**src/core/srcc_pkg.sv**
```systemverilog
package srcc_pkg;

    // ------------------------------------------------------------
    // Register indices (byte address = 4 * index)
    // ------------------------------------------------------------
    localparam logic [7:0] IDX_MAIN_CONTROL = 8'h00;
    localparam logic [7:0] IDX_CAL_CLOCK_DIV = 8'h01;
    localparam logic [7:0] IDX_SEQ_CLOCK_EN = 8'h02;
    localparam logic [7:0] IDX_REF_DOUBLER = 8'h09;
    localparam logic [7:0] IDX_REF_REF_MULTIPLIER = 8'h0a;
    localparam logic [7:0] IDX_REF_DIVIDER = 8'h0b;
    localparam logic [7:0] IDX_PUMP_GAIN = 8'h0e;
    localparam int unsigned ADDR_LSB = 2;

    // ------------------------------------------------------------
    // Writable-bit masks per register
    // ------------------------------------------------------------
    localparam logic [15:0] MASK_MAIN_CONTROL = 16'h438f;
    localparam logic [15:0] MASK_CAL_CLOCK_DIV = 16'h0007;
    localparam logic [15:0] MASK_SEQ_CLOCK_EN = 16'h0400;
    localparam logic [15:0] MASK_REF_DOUBLER = 16'h1000;
    localparam logic [15:0] MASK_REF_REF_MULTIPLIER = 16'h0f80;
    localparam logic [15:0] MASK_REF_DIVIDER = 16'h0ff0;
    localparam logic [15:0] MASK_PUMP_GAIN = 16'h0070;

    // ------------------------------------------------------------
    // Reset values
    // ------------------------------------------------------------
    localparam logic [15:0] RST_MAIN_CONTROL = 16'h000c;
    localparam logic [15:0] RST_CAL_CLOCK_DIV = 16'h0003;
    localparam logic [15:0] RST_SEQ_CLOCK_EN = 16'h0000;
    localparam logic [15:0] RST_REF_DOUBLER = 16'h0000;
    localparam logic [15:0] RST_REF_REF_MULTIPLIER = 16'h0080;
    localparam logic [15:0] RST_REF_DIVIDER = 16'h0010;
    localparam logic [15:0] RST_PUMP_GAIN = 16'h0070;

    // ------------------------------------------------------------
    // Field positions
    // ------------------------------------------------------------
    localparam int unsigned B_POWER_DOWN = 0;
    localparam int unsigned B_SOFT_RESET = 1;
    localparam int unsigned B_STATUS_SEL = 2;
    localparam int unsigned B_CAL_EN = 3;
    localparam int unsigned B_ADJ_LO = 7;
    localparam int unsigned B_AUTOMUTE = 9;
    localparam int unsigned B_DIV_SYNC = 14;
    localparam int unsigned B_SEQ_CLK_EN = 10;
    localparam int unsigned B_DOUBLER = 12;
    localparam int unsigned B_REF_MULTIPLIER_LO = 7;
    localparam int unsigned B_RDIV_LO = 4;
    localparam int unsigned B_GAIN_LO = 4;

    // Calibration run length in sequencer clock ticks
    localparam logic [7:0] CAL_TICKS = 8'h10;

endpackage

```
**src/core/srcc_regs.sv**
```systemverilog
// Implementation choice: the Wishbone register port.
`timescale 1ns/100ps
// Operation
// - Main control write starts calibration when enabled
// - Soft reset bit restores defaults, self-clears
// - Status pin: readback when 0, lock when 1
// - Automute mutes during calibration or unlock
// - Two-bit adjust selects calibration frequency range
// - Sync bit enables channel divider sync mode
// - Sequencer clock is oscillator over two^divider, over two at divider 0
// - Sequencer clock runs only when enabled
// - Doubler bit bypasses or inserts reference doubler
// - Eight-bit field sets reference R division
module srcc_regs
    import srcc_pkg::*;
#(
    parameter int unsigned ADDR_W = 8
) (
    input  wire logic              CLK_SYS,
    input  wire logic              RESET,
    input  wire logic              WB_CYC,
    input  wire logic              WB_STB,
    input  wire logic              WB_WE,
    input  wire logic [ADDR_W-1:0] WB_ADR,
    input  wire logic [3:0]        WB_SEL,
    input  wire logic [31:0]       WB_DAT_I,
    output logic      [31:0]       WB_DAT_O,
    output logic                   WB_ACK,
    input  wire logic              OSC_TICK,
    input  wire logic              LOCK_DETECT,
    input  wire logic              READBACK_DATA,
    output logic                   STATUS_PIN,
    output logic                   OUTPUT_MUTE,
    output logic                   CAL_BUSY,
    output logic                   SEQ_CLK,
    output logic      [1:0]        CAL_HIGH_PFD_ADJUST,
    output logic                   DIV_SYNC_MODE,
    output logic                   SYNTH_POWER_DOWN,
    output logic                   REF_DOUBLER_ENABLE,
    output logic      [4:0]        REF_MULTIPLIER,
    output logic      [7:0]        REF_DIVIDER,
    output logic      [2:0]        PUMP_GAIN
);
    import srcc_pkg::*;

    // ------------------------------------------------------------
    // Elaboration checks
    // ------------------------------------------------------------
    // Fewer address bits could not reach every register index;
    // elaboration stops rather than silently aliasing registers
    if (ADDR_W < 6) begin : g_chk
        $error("ADDR_W too small for register map");
    end

    // ------------------------------------------------------------
    // State
    // ------------------------------------------------------------
    // All state lives in one struct: one process computes the next
    // copy and one registers it, so nothing is driven twice
    typedef struct packed {
        logic [15:0] main_ctl;   // Main control word
        logic [15:0] clk_div;    // Sequencer clock divider
        logic [15:0] seq_en;     // Sequencer clock enable
        logic [15:0] dbl;        // Reference doubler
        logic [15:0] ref_multiplier;       // Reference multiplier
        logic [15:0] rdiv;       // Reference R divider
        logic [15:0] gain;       // Charge pump gain
        logic        ack;        // Bus acknowledge
        logic [31:0] rdata;      // Bus read data
        logic [6:0]  div_cnt;    // Oscillator tick prescaler
        logic        seq_clk;    // Divided sequencer clock
        logic        cal_busy;   // Calibration running
        logic [7:0]  cal_cnt;    // Remaining calibration ticks
        logic        status;     // Status pin level
        logic        mute;       // Output mute level
    } srcc_state_t;

    // Present and next state
    srcc_state_t st;
    srcc_state_t next_st;

    // Register decode used by the read path
    function automatic logic [15:0] srcc_read(
        input srcc_state_t s,
        input logic [7:0]  idx
    );
        logic [15:0] v;
        v = 16'h0000;
        unique case (idx)
            IDX_MAIN_CONTROL:  v = s.main_ctl;
            IDX_CAL_CLOCK_DIV: v = s.clk_div;
            IDX_SEQ_CLOCK_EN:  v = s.seq_en;
            IDX_REF_DOUBLER:   v = s.dbl;
            IDX_REF_REF_MULTIPLIER:      v = s.ref_multiplier;
            IDX_REF_DIVIDER:   v = s.rdiv;
            IDX_PUMP_GAIN:     v = s.gain;
            // Unmapped indices read zero; reserved bits are never stored
            default:           v = 16'h0000;
        endcase
        return v;
    endfunction

    // Byte-lane merge restricted to the writable mask
    function automatic logic [15:0] srcc_merge(
        input logic [15:0] old,
        input logic [15:0] wd,
        input logic [1:0]  sel,
        input logic [15:0] mask
    );
        logic [15:0] lanes;
        // A lane without its select bit keeps its old contents
        lanes = {{8{sel[1]}}, {8{sel[0]}}} & mask;
        return (old & ~lanes) | (wd & lanes);
    endfunction

    // ------------------------------------------------------------
    // Bus decode
    // ------------------------------------------------------------
    // A request is taken on the edge that sees cyc and stb with ack
    // low; ack follows one cycle later and drops on the next edge,
    // so every access costs exactly two cycles. Writes land at the
    // taken edge, one edge before the master samples ack.
    logic [7:0]  idx;
    logic        wr;
    logic        tick;
    logic [6:0]  div_limit;
    logic [15:0] wd;

    // Index from the byte address; the two lane bits are dropped
    assign idx = 8'(WB_ADR[ADDR_W-1:ADDR_LSB]);
    assign wd  = WB_DAT_I[15:0];
    // Single-cycle strobe: ack is dropped the cycle after it is given
    assign wr  = WB_CYC && WB_STB && WB_WE && !st.ack;

    // ------------------------------------------------------------
    // Next-state logic
    // ------------------------------------------------------------
    // Order matters below: later assignments override earlier ones,
    // with soft reset the strongest
    always_comb begin
        next_st = st;
        // Ack pulses once per request; the second cycle sees it high
        next_st.ack = WB_CYC && WB_STB && !st.ack;
        // Read data is captured at the taken edge and then held
        if (WB_CYC && WB_STB && !st.ack && !WB_WE) begin
            next_st.rdata = {16'h0000, srcc_read(st, idx)};
        end
        if (wr) begin
            unique case (idx)
                IDX_MAIN_CONTROL: begin
                    next_st.main_ctl = srcc_merge(st.main_ctl, wd,
                        WB_SEL[1:0], MASK_MAIN_CONTROL);
                end
                IDX_CAL_CLOCK_DIV: begin
                    next_st.clk_div = srcc_merge(st.clk_div, wd,
                        WB_SEL[1:0], MASK_CAL_CLOCK_DIV);
                end
                IDX_SEQ_CLOCK_EN: begin
                    next_st.seq_en = srcc_merge(st.seq_en, wd,
                        WB_SEL[1:0], MASK_SEQ_CLOCK_EN);
                end
                IDX_REF_DOUBLER: begin
                    next_st.dbl = srcc_merge(st.dbl, wd,
                        WB_SEL[1:0], MASK_REF_DOUBLER);
                end
                IDX_REF_REF_MULTIPLIER: begin
                    next_st.ref_multiplier = srcc_merge(st.ref_multiplier, wd,
                        WB_SEL[1:0], MASK_REF_REF_MULTIPLIER);
                end
                IDX_REF_DIVIDER: begin
                    next_st.rdiv = srcc_merge(st.rdiv, wd,
                        WB_SEL[1:0], MASK_REF_DIVIDER);
                end
                IDX_PUMP_GAIN: begin
                    next_st.gain = srcc_merge(st.gain, wd,
                        WB_SEL[1:0], MASK_PUMP_GAIN);
                end
                // Unmapped: write ignored, still acked
                // so a stray access never stalls the bus
                default: begin
                end
            endcase
        end
        // calibration trigger on control write
        // A rewrite with the enable bit set during a run restarts the count from the top; the
        // run needs the sequencer clock enabled, or it never ends
        if (wr && idx == IDX_MAIN_CONTROL &&
            next_st.main_ctl[B_CAL_EN]) begin
            next_st.cal_busy = 1'b1;
            next_st.cal_cnt  = CAL_TICKS;
        end else if (st.cal_busy && tick) begin
            // Run advances on sequencer clock rising edges
            next_st.cal_cnt = st.cal_cnt - 8'h01;
            // Count reaching one ends the run on this sequencer edge
            if (st.cal_cnt == 8'h01) begin
                next_st.cal_busy = 1'b0;
            end
        end
        // gated by sequencer enable
        // Count wraps at the half period, toggling the clock
        if (st.seq_en[B_SEQ_CLK_EN] && OSC_TICK) begin
            if (st.div_cnt >= div_limit) begin
                next_st.div_cnt = 7'h00;
                next_st.seq_clk = ~st.seq_clk;
            end else begin
                next_st.div_cnt = st.div_cnt + 7'h01;
            end
        end else if (!st.seq_en[B_SEQ_CLK_EN]) begin
            // Disabled: counter and clock parked low for a clean start
            next_st.div_cnt = 7'h00;
            next_st.seq_clk = 1'b0;
        end
        next_st.status = st.main_ctl[B_STATUS_SEL] ? LOCK_DETECT
                                                   : READBACK_DATA;
        // automute on calibration or unlock
        // Next busy level, so mute also covers the first busy cycle
        next_st.mute = st.main_ctl[B_AUTOMUTE] &&
                       (next_st.cal_busy || !LOCK_DETECT);
        // soft reset restores defaults, bit self-clears
        // Placed last so it overrides the write merge and the trigger
        if (wr && idx == IDX_MAIN_CONTROL && wd[B_SOFT_RESET] &&
            WB_SEL[0]) begin
            next_st.main_ctl = RST_MAIN_CONTROL;
            next_st.clk_div  = RST_CAL_CLOCK_DIV;
            next_st.seq_en   = RST_SEQ_CLOCK_EN;
            next_st.dbl      = RST_REF_DOUBLER;
            next_st.ref_multiplier     = RST_REF_REF_MULTIPLIER;
            next_st.rdiv     = RST_REF_DIVIDER;
            next_st.gain     = RST_PUMP_GAIN;
            next_st.cal_busy = 1'b0;
            next_st.cal_cnt  = 8'h00;
        end
    end

    // Half-period of 2^(div-1) oscillator ticks; div 0 toggles on each tick, like div 1
    // A three-bit field caps the half period at 64 ticks
    always_comb begin
        div_limit = 7'h00;
        if (st.clk_div[2:0] != 3'h0) begin
            div_limit = 7'((8'h01 << (st.clk_div[2:0] - 3'h1)) - 8'h01);
        end
    end

    // ------------------------------------------------------------
    // Sequencer clock edge
    // ------------------------------------------------------------
    // Rising edge of the sequencer clock, one system cycle wide.
    // Decoded from the present state and OSC_TICK, so that the next-state
    // process, which reads it, never feeds back on itself.
    // Limitation: ratio 0 still gives half the tick rate, since a
    // registered clock cannot toggle twice per system cycle.
    assign tick = st.seq_en[B_SEQ_CLK_EN] && OSC_TICK &&
                  (st.div_cnt >= div_limit) && !st.seq_clk;

    // ------------------------------------------------------------
    // State register
    // ------------------------------------------------------------
    // Synchronous reset: the struct clears, then the register words
    // take their power-on defaults
    always_ff @(posedge CLK_SYS) begin
        if (RESET) begin
            st          <= '0;
            st.main_ctl <= RST_MAIN_CONTROL;
            st.clk_div  <= RST_CAL_CLOCK_DIV;
            st.seq_en   <= RST_SEQ_CLOCK_EN;
            st.dbl      <= RST_REF_DOUBLER;
            st.ref_multiplier     <= RST_REF_REF_MULTIPLIER;
            st.rdiv     <= RST_REF_DIVIDER;
            st.gain     <= RST_PUMP_GAIN;
        end else begin
            st <= next_st;
        end
    end

    // ------------------------------------------------------------
    // Outputs, all straight from state
    // ------------------------------------------------------------
    // Every output is a flip-flop or a slice of one; status and mute
    // lag their pin inputs by one cycle for that reason
    assign WB_DAT_O            = st.rdata;
    assign WB_ACK              = st.ack;
    assign STATUS_PIN          = st.status;
    assign OUTPUT_MUTE         = st.mute;
    assign CAL_BUSY            = st.cal_busy;
    assign SEQ_CLK             = st.seq_clk;
    assign CAL_HIGH_PFD_ADJUST = st.main_ctl[B_ADJ_LO +: 2];
    assign DIV_SYNC_MODE       = st.main_ctl[B_DIV_SYNC];
    // Power down is a plain level; no logic in this block reads it
    assign SYNTH_POWER_DOWN    = st.main_ctl[B_POWER_DOWN];
    assign REF_DOUBLER_ENABLE  = st.dbl[B_DOUBLER];
    // Multiplier codes pass as written; software keeps them legal
    assign REF_MULTIPLIER      = st.ref_multiplier[B_REF_MULTIPLIER_LO +: 5];
    assign REF_DIVIDER         = st.rdiv[B_RDIV_LO +: 8];
    assign PUMP_GAIN           = st.gain[B_GAIN_LO +: 3];

endmodule

```
**config.mk**
```make
export PLATFORM = sky130hd
export DESIGN_NAME = srcc_regs
export DESIGN_NICKNAME = d
export VERILOG_FILES = /design/src/core/srcc_pkg.sv /design/src/core/srcc_regs.sv
export SDC_FILE = /design/constraint.sdc
export NUM_CORES = 1
export LEC_CHECK = 0
export BUFFER_PORTS_ARGS = -buffer_cell sky130_fd_sc_hd__buf_2
export CAP_MARGIN = 40
export CORE_MARGIN = 1
export CORE_UTILIZATION = 30
export DETAILED_ROUTE_END_ITERATION = 12
export GPL_ROUTABILITY_DRIVEN = 0
export PLACE_DENSITY = 0.62
export SYNTH_ARGS = -nofsm -noshare
export SYNTH_HDL_FRONTEND = slang
export SYNTH_SLANG_ARGS = --single-unit
export TNS_END_PERCENT = 20
```
**constraint.sdc**
```tcl
create_clock -name CLK_SYS -period 4.43 [get_ports CLK_SYS]
set_clock_uncertainty 0.15 [all_clocks]
set_input_delay 0.886 -clock CLK_SYS [delete_from_list [all_inputs] [get_ports CLK_SYS]]
set_output_delay 0.886 -clock CLK_SYS [all_outputs]
set_load 0.01 [all_outputs]
```
Word level (Yosys, flattened, before mapping)
Index checks and enable logic that the tools add are counted.
{ "word_totals": {"register_bits": 148, "input_bits": 52, "out_inout_bits": 58, "elab_cells": 111} }
{ "op_classes": {"n_addsub": 4, "magnitude_cmp": 1, "n_eq_ne": 9, "shifts": 1, "n_mux": 18, "bitwise": 29, "reduce_logical": 32} }
{ "op_table": {"columns": ["cell", "count"], "rows": [
  ["AND 16 bit", 7],
  ["bitwise OR 16 bit", 7],
  ["one-hot mux 16 bit (7 select lines)", 1],
  ["2-to-1 mux 100 bit", 1],
  ["2-to-1 mux 16 bit", 6],
  ["AND 16 x 12 -> 16 bit", 2],
  ["NOT 12 -> 16 bit", 2],
  ["== test 6 x 4 -> 1 bit (second input constant)", 4],
  ["2-to-1 mux 9 bit", 2],
  ["AND 16 x 11 -> 16 bit", 1],
  ["AND 16 x 13 -> 16 bit", 1],
  ["AND 16 x 15 -> 16 bit", 1],
  ["AND 16 x 3 -> 16 bit", 1],
  ["AND 16 x 7 -> 16 bit", 1],
  ["2-to-1 mux 8 bit", 2],
  ["NOT 11 -> 16 bit", 1],
  ["NOT 13 -> 16 bit", 1],
  ["NOT 15 -> 16 bit", 1],
  ["NOT 3 -> 16 bit", 1],
  ["NOT 7 -> 16 bit", 1],
  ["AND reduction 2 bit", 8],
  ["logical AND 1 bit", 14],
  ["2-to-1 mux 7 bit", 2],
  ["== test 8 x 1 -> 1 bit (second input constant)", 1],
  ["19 further kinds", 25]
]} }

Longest topological paths before layout
{ "depth": {"depth_word": 12, "mapped_depth": 15, "ltp_nobuf": 13} }

Least setup slack after synthesis
OpenSTA, ideal clock, no wires.
{ "synth_path": {"path_type": "reg-to-reg", "startpoint": "register (tool-made name)", "endpoint": "register st[6] (netlist bit)", "t_arrival_ns": 2.722, "path_slack_ns": 1.484, "path_stages_with_launch": 15, "n_path_buf": 2, "cell_sequence": "dfxtp_1 clkbuf_1 nand2b_1 ha_1 inv_1 nand3_1 o21ai_0 a2bb2oi_1 ha_1 a21oi_1 o21ai_0 a21oi_1 clkbuf_1 o31ai_1 a31oi_1"} }
{ "synth_rtl": {"columns": ["element", "line", "rtl"], "rows": [
  ["end signal: assignment", "srcc_regs.sv:271", "st <= next_st;"],
  ["end: declaration", "srcc_regs.sv:79", "srcc_state_t st;"]
]} }

==> qor.csv <==
stage;metric;value;unit
global_route;grt.busiest_layer;met2;
clocking;postCtsSetupBuffers;0;
timing;finalCriticalPeriod;3.37;ns
timing;finalSetupViolations;0;
clocking;ctsHoldBuffers;0;
critical_path;critPathSlowestCell;dfxtp_1;
critical_path;cpPeakStageDelay;0.54;ns
routing;drt_iter0_markers;156;
timing;fin_crit_sh;76.0;%
yosys;yosys.area_share.simple;26.2;%
finish;nFillCells;1215;
finish;antenna_cells;0;
global_route;grt_pass1_vias;2868;
critical_path;cp_top_family;simple AND/OR/NAND/NOR gates;
die;die_w;110;um
critical_path;required;4.54;ns
yosys;synthXorXnorAreaFrac;0.249;%
power;p_per_area;341;nW/um2
global_route;antenna_found_initial;0;
global_route;grtUsageMet2;25.8;%
critical_path;cp_num_buf_inv;2;
yosys;synth_mux_area_share;0.890;%
placement;portBuffers;69;
worst_hold_path;min_from;WB_DAT_O[0]$_SDFFE_PP0P_;
yosys;avgSynthCellArea;8.03;um2
yosys;syn_inst;438;
global_route;grt_max_degree;25;
clocking;cts_tree;yes;
yosys;synth_adder_area_share;3.91;%
global_route;grt_overflow_total;0;
yosys;synth_cell_types;50;
timing;tightest_slew;0.860;ns
routing;drc;0;
critical_path;setup.worst_path.end_class;register;
power;p_leak;1.62;nW
timing;timing.fmax;297;MHz
die;core-area;11400;um2
die;start_util;30.8;%
timing;max_slew_margin;42.4;%
critical_path;cp.arrival;3.47;ns
yosys;synth.largest_area_cell;dfxtp_1;
critical_path;critPathKind;register to register;
yosys;yosys_warnings;0;
yosys;yosysSeqAreaShare;35.9;%
placement;post-place-ws;1.07;ns
timing;setup_slack;1.06;ns
routing;vias;3152;
yosys;yosys_most_used_dff;dfxtp_1;
finish;fin_util;34.7;%
timing;hold_viol;0;
yosys;yosys-top-cells-area;dfxtp_1, buf_4, nand2_1, nand3_1, a21oi_1;
finish;drive_above_1_share;21.1;%
finish;seq_area;1260;um2
finish;fin_cells;613;
clocking;clk_pin_slew;0.05;ns
routing;ant_nets;0;
outcome;outcome;complete, no violations;
yosys;yosys.area.top_type_share;35.9;%
timing;tns;0;ns
global_route;grt_pass1_wl;14300;um
routing;drt-pass1-iter-count;5;
yosys;synth_compound_area_share;18.6;%
critical_path;start_kind;register;
critical_path;cpMostUsedCell;ha_1;
critical_path;worstPathMaxFanout;18;
timing;slew_viol_final;0;
clocking;clock_latency;0.33;ns
clocking;cts_resized;0;
yosys;netlist_area;3520;um2
global_route;track_usage;15.6;%
yosys;ys_ff_latch;63;
routing;drt-total-wl;9110;um
clocking;numCtsBuffers;9;
run;drv_cap;0;
timing;rsz0062_at_grt;no;
die;rows;39;
placement;place_inst;597;
global_route;globalRouteMet1Util;19.1;%
finish;syn2layout_area_growth;12.6;%
global_route;grtUsageMet3;4.64;%
clocking;cts-root-buf;clkbuf_16;
clocking;clockBufferDepth;2;
die;die_area;12200;um2
finish;nets;528;
routing;wire_per_inst;14.9;um
power;ir_worst_vdd;0.188;mV
die;io_pins;110;
clocking;htreeDepth;3;
placement;hpwl;6690;um
yosys;synth_async_sr_flop_share;0;%
yosys;synth_top_family_by_area;simple AND/OR/NAND/NOR gates;
clocking;cts_sinks;63;
die;die_y;110;um
critical_path;crit_chain;nor2b_1, nand2b_1, ha_1, inv_1, nand3_1, o21ai_0, a2bb2oi_1, ha_1, nand2_1, nor3_1, a21oi_1, buf_4, or4_1, a31oi_1;
routing;via_per_inst;5.14;
power;power.total;0.00135;W
finish;multiInputGateArea;1820;um2
yosys;synth_edf_count;0;
worst_hold_path;hold_path.class;register to register;
[synthesized netlist by cell type, types with 9 or more instances]
master	n
clkbuf_1	17
dfxtp_1	63
nand2_1	61
ha_1	11
buf_4	50
a22oi_1	9
nand3_1	45
a21oi_1	33
o21ai_0	14
nor2_1	23
[layout make-up]
type	count	area share, %
well taps	143	4.52
flip-flops and latches	63	31.9
multi-input cells	311	46.0
clock inverters	5	1.42
repair buffers	72	9.29
clock buffers	11	6.13
inverters	8	0.759
[per-layer routing]
layer | vias to the layer above | part of all wire (%) | routed length (um)
met5 | - | 0 | 0
met4 | 0 | 1.4 | 131
met3 | 10 | 6.4 | 587
met2 | 94 | 48 | 4380
met1 | 1497 | 44 | 4000
li1 | 1551 | - | -
[per-stage QoR]
stage                     area [um2]  hold WS, ns
final                           3960        0.299
after global routing            3960        0.334
after CTS                       3960        0.304
after detailed placement        3660        0.296
after global placement          3650        0.299
after floorplan                 3580        0.282
[cells by family (layout without fill, tap and decap cells)]
group | count (synthesis) | in the layout
simple gates | 185 | 185
compound gates | 93 | 93
buf+inv | 81 | 96
flops | 63 | 63
fa+ha+maj | 11 | 11
mux | 3 | 3
other cells | 1 | 18
xor+xnor | 1 | 1
[layout by cell type, fill, tap and decap left out, drive strengths merged, types with 2 or more instances in the layout]
| cell | count |
|---|---|
| a2111oi | 3 |
| a21oi | 33 |
| a221oi | 4 |
| a222oi | 4 |
| a22oi | 9 |
| a2bb2oi | 5 |
| a31oi | 6 |
| a32o | 3 |
| and2 | 3 |
| and3 | 4 |
| and3b | 2 |
| buf | 72 |
| clkbuf | 11 |
| clkinv | 2 |
| conb | 18 |
| dfxtp | 63 |
| ha | 11 |
| inv | 9 |
| mux2i | 2 |
| nand2 | 61 |
| nand2b | 8 |
| nand3 | 45 |
| nand4 | 3 |
| nor2 | 24 |
| nor2b | 4 |
| nor3 | 5 |
| nor3b | 4 |
| o21a | 2 |
| o21ai | 14 |
| o31ai | 4 |
| or2 | 4 |
| or3 | 4 |
| or4 | 8 |
[path summary, 6_finish.rpt]
| check | endpoint | slack [ns] | depth (start not counted) |
|---|---|---|---|
| worst max-delay path | st[6]$_SDFFE_PP0P_ | 1.06 | 14 |
| worst min-delay path | WB_DAT_O[0]$_SDFFE_PP0P_ | 0.30 | 2 |
| worst max register to register | st[6]$_SDFFE_PP0P_ | 1.06 | 14 |
| worst min register to register | WB_DAT_O[0]$_SDFFE_PP0P_ | 0.30 | 2 |
[tightest hold or removal path, stage by stage, from the launching register on]
cell     delay (ns)
dfxtp_1        0.30
nand2_1        0.05
a21oi_1        0.05
[where the power goes]
group / leakage [nW] / switching (W) / total, W / internal (W)
registers: 0.508 / 0.000000805 / 0.000569 / 0.000568
logic: 0.964 / 0.0000474 / 0.0000667 / 0.0000193
clock network: 0.146 / 0.000265 / 0.000716 / 0.000451
(Power assumes the default switching activity.)
